--- config.mk ---
export PLATFORM = sky130hd
export DESIGN_NAME = lin_motion_command_decoder_flat
export DESIGN_NICKNAME = d
export VERILOG_FILES = /design/src/design/lin_motion_pkg.sv /design/src/design/lin_frame_if.sv /design/src/design/lin_motion_command_decoder.sv /design/src/flat_wrapper.sv
export SDC_FILE = /design/constraint.sdc
export NUM_CORES = 1
export LEC_CHECK = 0
export BUFFER_PORTS_ARGS = -buffer_cell sky130_fd_sc_hd__buf_4
export CORE_MARGIN = 2
export CORE_UTILIZATION = 61
export DETAILED_ROUTE_END_ITERATION = 8
export GPL_TIMING_DRIVEN = 0
export MAX_ROUTING_LAYER = met4
export PLACE_DENSITY_LB_ADDON = 0.2
export SYNTH_ARGS = -nofsm -noshare
export SYNTH_HDL_FRONTEND = slang
export SYNTH_SLANG_ARGS = --single-unit
--- constraint.sdc ---
create_clock -name clock -period 5.37 [get_ports clock]
set_clock_uncertainty 0.05 [all_clocks]
set_input_delay 1.611 -clock clock [delete_from_list [all_inputs] [get_ports clock]]
set_output_delay 1.611 -clock clock [all_outputs]
set_load 0.01 [all_outputs]
--- src/design/lin_motion_pkg.sv ---
// Shared constants, types and frame helpers for the LIN motion decoder
package lin_motion_pkg;

  // ----------------------------------------------------------------
  // Frame layout
  // ----------------------------------------------------------------
  localparam int DATA_BYTES = 8;
  localparam int DATA_W = 64;
  localparam logic [3:0] LEN_2 = 4'h2;
  localparam logic [3:0] LEN_4 = 4'h4;
  localparam logic [3:0] LEN_8 = 4'h8;
  localparam logic [7:0] SLEEP_ID_BYTE = 8'h3c;
  localparam logic [7:0] SLEEP_FIRST = 8'h00;
  localparam logic [7:0] SLEEP_FILL = 8'hff;
  localparam logic [6:0] SOFT_STOP_CODE = 7'h0f;
  localparam int CMD_FLAG_BIT = 7;
  localparam int BROAD_BIT = 7;

  // ----------------------------------------------------------------
  // Short position slots and position formats
  // ----------------------------------------------------------------
  localparam int SLOTS = 4;
  localparam int SLOT_BITS = 16;
  localparam int SLOT_MARK_BIT = 4;
  localparam int SLOT_HI_MSB = 7;
  localparam int SLOT_LO_LSB = 8;
  localparam int SHORT_W = 11;
  localparam int SHORT_SHIFT = 5;
  localparam int POS_W = 16;
  localparam logic [10:0] SECURE_DISABLE = 11'h400;
  localparam logic [15:0] POS_RESET = 16'h0000;
  localparam logic [3:0] NIBBLE_RESET = 4'h0;

  // ----------------------------------------------------------------
  // Types
  // ----------------------------------------------------------------
  typedef enum logic [1:0] {
    KIND_SHORT = 2'b00,
    KIND_PARAM = 2'b01,
    KIND_SLEEP = 2'b10,
    KIND_STOP = 2'b11
  } frame_kind_t;

  typedef enum logic [2:0] {
    MS_RUN = 3'b000,
    MS_HALT = 3'b001,
    MS_PARK = 3'b010,
    MS_SLEEP = 3'b011,
    MS_STOPPED = 3'b100
  } motion_state_t;

  // ----------------------------------------------------------------
  // Helpers
  // ----------------------------------------------------------------
  // Identifier with its two parity bits on top
  function automatic logic [7:0] id_with_parity(input logic [5:0] id);
    logic p0;
    logic p1;
    p0 = id[0] ^ id[1] ^ id[2] ^ id[4];
    p1 = ~(id[1] ^ id[3] ^ id[4] ^ id[5]);
    return {p1, p0, id};
  endfunction

  // Inverted carry-folded sum over the first n data bytes
  function automatic logic [7:0] data_checksum(input logic [63:0] d,
                                               input logic [3:0] n);
    logic [8:0] s;
    s = 9'h000;
    for (int i = 0; i < DATA_BYTES; i++) begin
      if (i < int'(n)) begin
        s = {1'b0, s[7:0]} + {8'h00, s[8]} + {1'b0, d[8*i +: 8]};
      end
    end
    s = {1'b0, s[7:0]} + {8'h00, s[8]};
    return ~s[7:0];
  endfunction

endpackage

--- src/design/lin_frame_if.sv ---
// Frame-level link between the bus master end and the node decoder
`timescale 1ns/1ps
`default_nettype none
interface lin_frame_if;
  logic frame_valid;
  logic [7:0] id_byte;
  logic [3:0] data_count;
  logic [63:0] data;
  logic [7:0] checksum;

  // Master drives frames, node only listens
  modport master(
    output frame_valid,
    output id_byte,
    output data_count,
    output data,
    output checksum
  );
  modport node(
    input frame_valid,
    input id_byte,
    input data_count,
    input data,
    input checksum
  );
endinterface
`default_nettype wire

--- src/design/lin_motion_command_decoder.sv ---
// Node end: decodes motion frames and drives the positioner
`timescale 1ns/1ps
`default_nettype none
module lin_motion_command_decoder (
  input wire logic clock,
  input wire logic rst_n,
  lin_frame_if.node link,
  input wire logic [6:0] own_address,
  input wire logic [5:0] short_position_id,
  input wire logic [5:0] position_with_params_id,
  input wire logic [5:0] decelerate_halt_id,
  input wire logic sleep_permit,
  input wire logic [10:0] secure_position,
  input wire logic [15:0] actual_position,
  input wire logic motion_active,
  input wire logic two_target_sequence,
  input wire logic thermal_shutdown,
  input wire logic undervoltage_level_three,
  output logic [15:0] target_position,
  output logic target_load,
  output logic [3:0] top_velocity,
  output logic [3:0] min_velocity,
  output logic [3:0] absolute_threshold,
  output logic [3:0] acceleration,
  output logic param_load,
  output logic decel_to_min,
  output logic sleep_active,
  output logic stopped_active,
  output logic frame_error
);
  import lin_motion_pkg::*;

  // ----------------------------------------------------------------
  // Alarm synchronisers and rising edges
  // ----------------------------------------------------------------
  logic thermal_s1;
  logic thermal_s2;
  logic thermal_q;
  logic uv_s1;
  logic uv_s2;
  logic uv_q;

  // Two flops each, then one more for the edge
  always_ff @(posedge clock or negedge rst_n) begin
    if (!rst_n) begin
      thermal_s1 <= 1'b0;
      thermal_s2 <= 1'b0;
      thermal_q <= 1'b0;
      uv_s1 <= 1'b0;
      uv_s2 <= 1'b0;
      uv_q <= 1'b0;
    end else begin
      thermal_s1 <= thermal_shutdown;
      thermal_s2 <= thermal_s1;
      thermal_q <= thermal_s2;
      uv_s1 <= undervoltage_level_three;
      uv_s2 <= uv_s1;
      uv_q <= uv_s2;
    end
  end

  // Becoming active, not staying active, raises the stop
  wire thermal_rise = thermal_s2 & ~thermal_q;
  wire uv_rise = uv_s2 & ~uv_q;

  // ----------------------------------------------------------------
  // Frame checks
  // ----------------------------------------------------------------
  wire [5:0] fid = link.id_byte[5:0];
  wire id_ok = link.id_byte == id_with_parity(fid);
  wire sum_ok = link.checksum == data_checksum(link.data, link.data_count);
  // Only clean frames reach the decoders
  wire frame_good = link.frame_valid & id_ok & sum_ok;
  wire frame_bad = link.frame_valid & ~(id_ok & sum_ok);
  wire [7:0] byte1 = link.data[7:0];
  wire [7:0] byte2 = link.data[15:8];
  wire [7:0] byte3 = link.data[23:16];
  wire [7:0] byte4 = link.data[31:24];

  // ----------------------------------------------------------------
  // Command decoders
  // ----------------------------------------------------------------
  // Sleep: fixed identifier and exact byte pattern
  wire sleep_fill_ok = link.data[DATA_W-1:8] == {7{SLEEP_FILL}};
  wire is_sleep = frame_good & (link.id_byte == SLEEP_ID_BYTE) &
                  (link.data_count == LEN_8) & (byte1 == SLEEP_FIRST) &
                  sleep_fill_ok;

  // Param frame on this node's own identifier
  wire is_param = frame_good & (fid == position_with_params_id) &
                  (link.data_count == LEN_4);

  // Stop: command flag and code, then broadcast or own address
  wire stop_cmd_ok = byte1 == {1'b1, SOFT_STOP_CODE};
  wire stop_for_us = ~byte2[BROAD_BIT] |
                     (byte2[6:0] == own_address);
  wire is_stop_frame = frame_good & (fid == decelerate_halt_id) &
                       (link.data_count == LEN_2) & stop_cmd_ok &
                       stop_for_us;

  // Any stop source, dropped while a two-target run is on
  wire stop_req = (is_stop_frame | thermal_rise | uv_rise) &
                  ~two_target_sequence;

  // Short frame: scan the four slots for our low address bits
  logic short_hit;
  logic [10:0] short_raw;
  always_comb begin
    short_hit = 1'b0;
    short_raw = 11'h000;
    for (int k = 0; k < SLOTS; k++) begin
      if (link.data[SLOT_BITS*k + SLOT_MARK_BIT] &&
          link.data[SLOT_BITS*k +: 4] == own_address[3:0]) begin
        short_hit = 1'b1;
        short_raw = {link.data[SLOT_BITS*k + SLOT_HI_MSB -: 3],
                     link.data[SLOT_BITS*k + SLOT_LO_LSB +: 8]};
      end
    end
  end

  wire is_short = frame_good & (fid == short_position_id) &
                  (link.data_count == LEN_8) & short_hit;

  // Short values are 32-step units: scale onto the full range
  wire [15:0] short_full = {short_raw, {SHORT_SHIFT{1'b0}}};
  wire [15:0] secure_full = {secure_position, {SHORT_SHIFT{1'b0}}};
  wire secure_usable = secure_position != SECURE_DISABLE;
  wire [15:0] param_pos = {byte1, byte2};
  wire motion_state_t rest_state =
    sleep_permit ? MS_SLEEP : MS_STOPPED;

  // ----------------------------------------------------------------
  // Motion state machine
  // ----------------------------------------------------------------
  motion_state_t state;
  motion_state_t next_state;
  logic sleep_after;
  logic next_sleep_after;
  logic [15:0] next_target;
  logic next_load;

  always_comb begin
    next_state = state;
    next_sleep_after = sleep_after;
    next_target = target_position;
    next_load = 1'b0;
    case (state)
      MS_RUN, MS_STOPPED: begin
        if (is_sleep) begin
          if (!motion_active) begin
            next_state = rest_state;
          end else if (secure_usable) begin
            next_target = secure_full;
            next_load = 1'b1;
            next_state = MS_PARK;
          end else begin
            next_state = MS_HALT;
            next_sleep_after = 1'b1;
          end
        end else if (stop_req && motion_active) begin
          next_state = MS_HALT;
          next_sleep_after = 1'b0;
        end else if (is_param) begin
          next_target = param_pos;
          next_load = 1'b1;
          next_state = MS_RUN;
        end else if (is_short) begin
          next_target = short_full;
          next_load = 1'b1;
          next_state = MS_RUN;
        end
      end
      MS_HALT: begin
        if (is_sleep) begin
          next_sleep_after = 1'b1;
        end
        if (!motion_active) begin
          next_target = actual_position;
          next_load = 1'b1;
          next_state = (sleep_after | is_sleep) ? rest_state : MS_RUN;
        end
      end
      MS_PARK: begin
        if (stop_req) begin
          next_state = MS_HALT;
          next_sleep_after = 1'b1;
        end else if (!motion_active) begin
          next_state = rest_state;
        end
      end
      MS_SLEEP: begin
        // Any clean frame other than sleep wakes the node, the frame itself is dropped
        if (frame_good && !is_sleep) begin
          next_state = MS_RUN;
        end
      end
      default: begin
        next_state = MS_RUN;
      end
    endcase
  end

  // State and target registers
  always_ff @(posedge clock or negedge rst_n) begin
    if (!rst_n) begin
      state <= MS_RUN;
      sleep_after <= 1'b0;
      target_position <= POS_RESET;
      target_load <= 1'b0;
    end else begin
      state <= next_state;
      sleep_after <= next_sleep_after;
      target_position <= next_target;
      target_load <= next_load;
    end
  end

  // Registered views of the state and of frame errors for the driver
  always_ff @(posedge clock or negedge rst_n) begin
    if (!rst_n) begin
      decel_to_min <= 1'b0;
      sleep_active <= 1'b0;
      stopped_active <= 1'b0;
      frame_error <= 1'b0;
    end else begin
      decel_to_min <= next_state == MS_HALT;
      sleep_active <= next_state == MS_SLEEP;
      stopped_active <= next_state == MS_STOPPED;
      frame_error <= frame_bad;
    end
  end

  // ----------------------------------------------------------------
  // Motion parameters
  // ----------------------------------------------------------------
  wire param_take = is_param & ((state == MS_RUN) | (state == MS_STOPPED)) &
                    ~is_sleep & ~(stop_req & motion_active);

  // Velocity nibbles, threshold above acceleration
  always_ff @(posedge clock or negedge rst_n) begin
    if (!rst_n) begin
      top_velocity <= NIBBLE_RESET;
      min_velocity <= NIBBLE_RESET;
      absolute_threshold <= NIBBLE_RESET;
      acceleration <= NIBBLE_RESET;
      param_load <= 1'b0;
    end else begin
      param_load <= param_take;
      if (param_take) begin
        top_velocity <= byte3[7:4];
        min_velocity <= byte3[3:0];
        absolute_threshold <= byte4[7:4];
        acceleration <= byte4[3:0];
      end
    end
  end
endmodule
`default_nettype wire

--- src/flat_wrapper.sv ---
// flat-port wrapper written by rule: the top's interface ports become plain ports
module lin_motion_command_decoder_flat import lin_motion_pkg::*;
  (clock, rst_n, own_address, short_position_id, position_with_params_id, decelerate_halt_id, sleep_permit, secure_position, actual_position, motion_active, two_target_sequence, thermal_shutdown, undervoltage_level_three, target_position, target_load, top_velocity, min_velocity, absolute_threshold, acceleration, param_load, decel_to_min, sleep_active, stopped_active, frame_error, link_frame_valid, link_id_byte, link_data_count, link_data, link_checksum);
  lin_frame_if link_i ();
  input wire logic clock;
  input wire logic rst_n;
  input wire logic [6:0] own_address;
  input wire logic [5:0] short_position_id;
  input wire logic [5:0] position_with_params_id;
  input wire logic [5:0] decelerate_halt_id;
  input wire logic sleep_permit;
  input wire logic [10:0] secure_position;
  input wire logic [15:0] actual_position;
  input wire logic motion_active;
  input wire logic two_target_sequence;
  input wire logic thermal_shutdown;
  input wire logic undervoltage_level_three;
  output logic [15:0] target_position;
  output logic target_load;
  output logic [3:0] top_velocity;
  output logic [3:0] min_velocity;
  output logic [3:0] absolute_threshold;
  output logic [3:0] acceleration;
  output logic param_load;
  output logic decel_to_min;
  output logic sleep_active;
  output logic stopped_active;
  output logic frame_error;
  input wire logic [$bits(link_i.frame_valid)-1:0] link_frame_valid;
  input wire logic [$bits(link_i.id_byte)-1:0] link_id_byte;
  input wire logic [$bits(link_i.data_count)-1:0] link_data_count;
  input wire logic [$bits(link_i.data)-1:0] link_data;
  input wire logic [$bits(link_i.checksum)-1:0] link_checksum;
  assign link_i.frame_valid = link_frame_valid;
  assign link_i.id_byte = link_id_byte;
  assign link_i.data_count = link_data_count;
  assign link_i.data = link_data;
  assign link_i.checksum = link_checksum;
  lin_motion_command_decoder u_core (.clock(clock), .rst_n(rst_n), .link(link_i), .own_address(own_address), .short_position_id(short_position_id), .position_with_params_id(position_with_params_id), .decelerate_halt_id(decelerate_halt_id), .sleep_permit(sleep_permit), .secure_position(secure_position), .actual_position(actual_position), .motion_active(motion_active), .two_target_sequence(two_target_sequence), .thermal_shutdown(thermal_shutdown), .undervoltage_level_three(undervoltage_level_three), .target_position(target_position), .target_load(target_load), .top_velocity(top_velocity), .min_velocity(min_velocity), .absolute_threshold(absolute_threshold), .acceleration(acceleration), .param_load(param_load), .decel_to_min(decel_to_min), .sleep_active(sleep_active), .stopped_active(stopped_active), .frame_error(frame_error));
endmodule
==> metrics.yaml, run 1 <==
status: "stopped before the end"
lastStage: "5_1_grt"
error: "[ERROR GRT-0232] Routing congestion too high. Check the congestion heatmap in the GUI."
ys_top_cells_by_count: "nand2_1, nor2_1, o21ai_0"
gr-usage-all-layers_pct: 71.7
cts_root_buf: "clkbuf_16"
synth_seq_cells: 48
synth_warnings: 0
grt_max_degree: 49
die_h_um: 119
cts_hold_buf: 0
synth_area_mm2: 0.00807
worstEpCategory: "sequential cell input"
port_buffers: 169
yosys-top-cells-area: "dfrtp_1, ha_1, o21ai_0"
cts_buffer_depth: 2
ios: 182
ys_seq_area_share_pct: 14.9
fp.dieW_um: 119
synth_top_cell_area_share_pct: 14.9
synth_flop_cell: "dfrtp_1"
synth_top_area_cell: "dfrtp_1"
syn-instance-count: 1047
dp_hpwl_um: 25300
num_rows: 42
htree_levels: 2
avgSynthCellArea_um2: 7.70
syn-num-nets: 1255
post-place-cells: 1393
yosysMostFrequentCell: "nand2_1"
cts_made_buffers: 5
gp_routability_congestion: 1.06
ys_types: 90
synth_edf_count: 0
async_reset_ff_share_pct: 100
clock_sinks: 48
pre_cts_slack_ns: -12.82
crit_endpoint: "u_core.absolute_threshold[1]$_DFFE_PN0P_/D"
gr-total-overflow: 42
initial_utilization_pct: 61.6
[cells by family after synthesis]
logic type,Yosys count,share of synthesized area (%)
simple gates,394,26.2
compound gates,319,27.2
buf+inv,91,4.53
xor+xnor,78,8.64
fa+ha+maj,65,11.2
mux,52,7.42
flops,48,14.9
[through the flow]
step	cell area (um^2)	setup TNS, ns	utilization, %
3_5_place_dp	9970	-513.13	76.2
3_3_place_gp	9960	-504.72	76.1
4_1_cts	11200	-458.71	85.8
2_1_floorplan	8470	-434.23	-
[repair_timing]
| action | in CTS |
|---|---|
| gates cloned | 3 |
| resized for setup | 90 |
| pin swaps | 78 |
| endpoints found under the setup margin | 42 |
| setup buffers | 85 |
[layer usage]
layer	global-route usage, %	overflow
met2	91.1	26
met4	67.1	15
met1	69.9	1
met3	51.7	0
met5	-	-
==> inputs of run 2 (changes only) <==
--- a/config.mk
+++ b/config.mk
@@ -7,11 +7,10 @@
 export LEC_CHECK = 0
 export BUFFER_PORTS_ARGS = -buffer_cell sky130_fd_sc_hd__buf_4
 export CORE_MARGIN = 2
-export CORE_UTILIZATION = 61
+export CORE_UTILIZATION = 40
 export DETAILED_ROUTE_END_ITERATION = 8
 export GPL_TIMING_DRIVEN = 0
-export MAX_ROUTING_LAYER = met4
-export PLACE_DENSITY_LB_ADDON = 0.2
+export PLACE_DENSITY_LB_ADDON = 0.15
 export SYNTH_ARGS = -nofsm -noshare
 export SYNTH_HDL_FRONTEND = slang
 export SYNTH_SLANG_ARGS = --single-unit
==> metrics.yaml, run 2 <==
fin_ws_ns: -11.03
gp_routability_congestion: 0.979
wl_per_cell_um: 21.8
synth_area_mm2: 0.00807
synth_top_cell_area_share_pct: 14.9
ios: 182
cts_buffer_depth: 2
grt_pass1_wl_um: 51300
htree_levels: 2
largest_reg_flops: 16
synth_edf_count: 0
holdCritPathClass: "reg -> reg"
via_per_inst: 6.06
cts_tree: "done"
stdcell_area_mm2: 0.0118
pre_cts_slack_ns: -12.62
cts_made_buffers: 5
rsz0062_at_grt: "true"
initial_utilization_pct: 41.0
syn-instance-count: 1047
placed_cell_area_mm2: 0.0101
slew_headroom_pct: 42.1
mostFrequentLayoutCell: "buf_4"
gr-usage-all-layers_pct: 30.4
final_net_count: 1544
ys_top_cells_by_count: "nand2_1, nor2_1, o21ai_0"
syn_to_final_growth_pct: 45.9
critPathKind: "in -> reg"
fillCellCount: 1776
p_leak_nw: 5.21
required_ns: 5.50
timing.final.crit_share_pct: 305
die_area_mm2: 0.0213
route.detailed.drc: 0
syn-num-nets: 1255
dr_wl_met3_um: 3430
slowest_delay_ns: 0.58
port_buffers: 169
clock.fmax_ghz: 0.0610
critPathLaunchType: "input pin"
clock_sinks: 48
met1Wirelength_um: 14600
violations: "negative setup slack"
fin_tns_setup_ns: -454.12
firstDrtPassIters: 7
dp_hpwl_um: 26500
drt_iter0_drc: 858
clock_latency_ns: 0.29
path_common_cell: "fa_2"
clkSlewWorstSetupHoldPaths_ns: 0.06
whs_ns: 0.306
cp_max_fo: 5
async_reset_ff_share_pct: 100
num_rows: 51
drive_gt1_share_pct: 37.7
coreArea_mm2: 0.0197
grt_max_degree: 49
cts_hold_buf: 0
gr-total-overflow: 0
wl_um: 34900
first_global_vias: 9206
critPathCaptureType: "flip-flop"
grt_antenna_before_repair: 0
cts_root_buf: "clkbuf_16"
ys_seq_area_share_pct: 14.9
synth_top_area_cell: "dfrtp_1"
ir_worst_vdd_mv: 0.420
worstPathArrival_ns: 16.53
timing.max_cap.violations: 0
vias: 9718
top_layer: "met4"
setup_viol: 42
slowest_stage: "or4b_4"
synth_warnings: 0
post-route-min-period_ns: 16.40
fp.dieW_um: 146
finalHoldViolCount: 0
final_cell_mix: "buf_4, nand2_1, nor2_1, o21ai_0, dfrtp_1"
synth_flop_cell: "dfrtp_1"
slew_viol_final: 0
ys_types: 90
ant_nets: 0
synth_seq_cells: 48
die_h_um: 146
powerDensity_mw_per_mm2: 525
status: "finished, violations left"
met2_length_um: 15600
avgSynthCellArea_um2: 7.70
yosysMostFrequentCell: "nand2_1"
worst_pin_slew_ns: 0.869
yosys-top-cells-area: "dfrtp_1, ha_1, o21ai_0"
top_register: "u_core.target_position"
run 2: report_power, final:
part / leakage (nW) / switching [mW] / internal [mW]
Sequential: 0.628 / 0.0507 / 0.438
Combinational: 4.50 / 2.72 / 2.60
Clock: 0.0798 / 0.142 / 0.219
run 2: metrics by stage:
step	utilization (%)	cells	power (mW)
finish	59.9	1603	6.18
global route	59.9	1602	6.64
CTS	57.3	1572	5.64
detailed placement	51.3	1482	4.57
global placement	51.2	1481	4.54
floorplan	-	1047	3.60
run 2: what timing repair did:
action / in CTS / in global routing
setup endpoints to repair: 42 / 42
gates cloned: 2 / 2
resized for setup: 74 / 67
pin swaps: 67 / 44
buffers inserted: 83 / 37
run 2: cell families (layout without fill, tap and decap cells):
logic type      after synthesis  in the layout  share of synthesized area (%)
other cells                   0              1                              0
simple gates                394            394                           26.2
xor+xnor                     78             78                           8.64
mux                          52             52                           7.42
flops                        48             48                           14.9
buf+inv                      91            381                           4.53
fa+ha+maj                    65             65                           11.2
compound gates              319            319                           27.2
run 2: final timing paths:
| path | to | slack (ns) | from | cells past startpoint |
|---|---|---|---|---|
| setup / recovery | u_core.acceleration[2]$_DFFE_PN0P_ | -11.03 | link_data_count[3] | 79 |
| hold / removal | u_core.uv_s2$_DFF_PN0_ | 0.31 | u_core.uv_s1$_DFF_PN0_ | 0 |
| setup reg to reg | u_core.sleep_active$_DFF_PN0_ | 2.78 | u_core.state[1]$_DFF_PN0_ | 7 |
| hold reg to reg | u_core.uv_s2$_DFF_PN0_ | 0.31 | u_core.uv_s1$_DFF_PN0_ | 0 |
| max in group asynchronous | u_core.top_velocity[3]$_DFFE_PN0P_ | 3.58 | rst_n | 1 |
| min in group asynchronous | u_core.target_position[11]$_DFFE_PN0P_ | 1.28 | rst_n | 1 |
run 2: cell type report:
class / count / area, um^2 / area share [%]
Clock inverter: 3 / 42.5 / 0.361
Multi-Input combinational cell: 908 / 7310 / 62.1
Timing Repair Buffer: 286 / 2270 / 19.3
Buffer: 59 / 370 / 3.15
Inverter: 28 / 113 / 0.957
Antenna cell: 1 / 2.50 / 0.0213
Tap cell: 265 / 332 / 2.82
Clock buffer: 5 / 125 / 1.06
Sequential cell: 48 / 1200 / 10.2
run 2: metal layers:
| layer | vias up | GRT usage (%) |
|---|---|---|
| met5 | - | 0 |
| met4 | 0 | 12.3 |
| met3 | 85 | 6.83 |
| met2 | 518 | 47.4 |
| met1 | 4621 | 40.7 |
| li1 | 4494 | - |
run 2: worst max-delay path: cells and delay by family:
family                   cells  cell delay (ns)
XOR/XNOR                     1             0.14
buffers and inverters        7             0.73
multiplexers                 1             0.30
AND/OR/NAND/NOR             24             3.59
adder cells (fa/ha/maj)     16             5.34
AO/OA/AOI/OAI               30             4.83
Power figures use the tool's default switching activity.
==> inputs of run 3 (changes only) <==
--- a/config.mk
+++ b/config.mk
@@ -8,8 +8,10 @@
 export BUFFER_PORTS_ARGS = -buffer_cell sky130_fd_sc_hd__buf_4
 export CORE_MARGIN = 2
 export CORE_UTILIZATION = 40
+export CTS_BUF_LIST = sky130_fd_sc_hd__clkbuf_16
 export DETAILED_ROUTE_END_ITERATION = 8
 export GPL_TIMING_DRIVEN = 0
+export MAX_ROUTING_LAYER = met4
 export PLACE_DENSITY_LB_ADDON = 0.15
 export SYNTH_ARGS = -nofsm -noshare
 export SYNTH_HDL_FRONTEND = slang
==> metrics.yaml, run 3 (same netlist as run 2, synthesis figures left out) <==
htree_levels: 2
clkSlewWorstSetupHoldPaths_ns: 0.07
path_common_cell: "buf_4"
met1Wirelength_um: 14700
worst_pin_slew_ns: 0.933
powerDensity_mw_per_mm2: 504
wl_per_cell_um: 22.0
top_layer: "met4"
drive_gt1_share_pct: 37.2
finalHoldViolCount: 0
ff2ff_path_depth: 7
cts_buffer_depth: 2
gp_routability_congestion: 0.973
num_rows: 51
critPathCaptureType: "flip-flop"
dp_hpwl_um: 26700
die_area_mm2: 0.0213
final_net_count: 1533
cts_root_buf: "clkbuf_16"
cts_tree: "done"
firstDrtPassIters: 6
r2r-start: "u_core.state[1]$_DFF_PN0_"
n_antenna_cell: 0
cp_max_fo: 8
ff2ff_setup_slack_ns: 2.61
timing.max_cap.violations: 0
r2r-end: "u_core.sleep_active$_DFF_PN0_"
top_register: "u_core.target_position"
slew_headroom_pct: 37.8
gr-total-overflow: 0
mostFrequentLayoutCell: "buf_4"
cts_made_buffers: 5
grt_antenna_before_repair: 0
dr_wl_met3_um: 3430
critPathKind: "in -> reg"
first_global_vias: 9084
slowest_delay_ns: 0.56
p_leak_nw: 5.17
slowest_stage: "or4b_4"
holdCritPathClass: "reg -> reg"
route.detailed.drc: 0
worstPathArrival_ns: 16.57
cp-startpoint: "link_data_count[3]"
pre_cts_slack_ns: -12.66
ant_nets: 0
violations: "negative setup slack"
die_h_um: 146
drt_iter0_drc: 862
syn_to_final_growth_pct: 45.1
clock.fmax_ghz: 0.0608
grt_max_degree: 49
coreArea_mm2: 0.0197
vias: 9726
critPathLaunchType: "input pin"
rsz0062_at_grt: "true"
timing.final.crit_share_pct: 306
fp.dieW_um: 146
endpoint: "u_core.acceleration[0]$_DFFE_PN0P_"
initial_utilization_pct: 41.0
slew_viol_final: 0
largest_reg_flops: 16
final_util_pct: 59.6
clock_sinks: 48
ios: 182
fin_ws_ns: -11.07
fin_tns_setup_ns: -456.79
status: "finished, violations left"
via_per_inst: 6.11
gr-usage-all-layers_pct: 31.7
ir_worst_vdd_mv: 0.396
met2_length_um: 15900
final_cell_mix: "buf_4, nand2_1, nor2_1, o21ai_0, dfrtp_1"
wl_um: 35000
grt_pass1_wl_um: 51800
whs_ns: 0.304
post-route-min-period_ns: 16.44
setup_viol: 42
port_buffers: 169
worst_hold_startpoint: "u_core.uv_s1$_DFF_PN0_"
clock_latency_ns: 0.30
required_ns: 5.50
## run 3: cell count changes in the layout (fill, tap and decap cells not counted), moves of 3 or more
cell     before  now
a21oi_1      47   40
a21oi_2      13   16
a21oi_4       2    6
buf_4       262  257
buf_6        21   16
nor3b_2       8    4
nor3b_4       0    5
nor4_2        3    6
nor4_4        5    2
## run 3: final cells by class
type                       count  area (um^2)
fill                        1839         7950
multi-input combinational    908         7340
timing repair buffer         275         2180
sequential                    48         1200
buffer                        59          358
tap                          265          332
clock buffer                   5          125
inverter                      28          110
clock inverter                 3         68.8
## run 3: metal layers
metal,vias up,global-route usage (%)
li1,4487,-
met1,4618,41.7
met2,550,49.1
met3,71,6.43
met4,0,9.56
met5,-,-
## run 3: power breakdown
| part | total, mW | switching, mW | internal, mW |
|---|---|---|---|
| clock network | 0.415 | 0.146 | 0.269 |
| registers | 0.490 | 0.0523 | 0.438 |
| logic | 5.00 | 2.64 | 2.36 |
| total | 5.90 | 2.84 | 3.07 |
## run 3: worst min-delay path by stage
stage                                             end  slack, ns  cells after the start
final                          u_core.uv_s2$_DFF_PN0_       0.30                      0
after global routing      u_core.thermal_s2$_DFF_PN0_       0.32                      0
after CTS                      u_core.uv_s2$_DFF_PN0_       0.31                      0
after detailed placement       u_core.uv_s2$_DFF_PN0_       0.30                      0
after global placement         u_core.uv_s2$_DFF_PN0_       0.29                      0
after floorplan           u_core.thermal_s2$_DFF_PN0_       0.28                      0
## run 3: what timing repair did
item / in CTS / in global routing
resized for setup: 80 / 53
buffers inserted: 78 / 27
gates cloned: 5 / 1
hold buffers: 0 / 0
pin swaps: 71 / 45
endpoints found under the setup margin: 42 / 42
## run 3: worst max-delay path, delay by kind of cell
family                     cells  cell delay, ns
muxes                          1            0.29
AOI/OAI and AO/OA             23            3.78
adders and majority gates     13            4.53
xor gates and xnor gates       2            0.27
and+or+nand+nor               22            3.61
buffers and inverters         20            2.43
## run 3: per-stage QoR
step           std cells  power (mW)  area (um^2)
2_1_floorplan       1047        3.60         8470
3_3_place_gp        1481        4.54        10100
3_5_place_dp        1482        4.59        10100
4_1_cts             1570        5.48        11300
5_1_grt             1591        6.37        11700
6_report            1591        5.90        11700
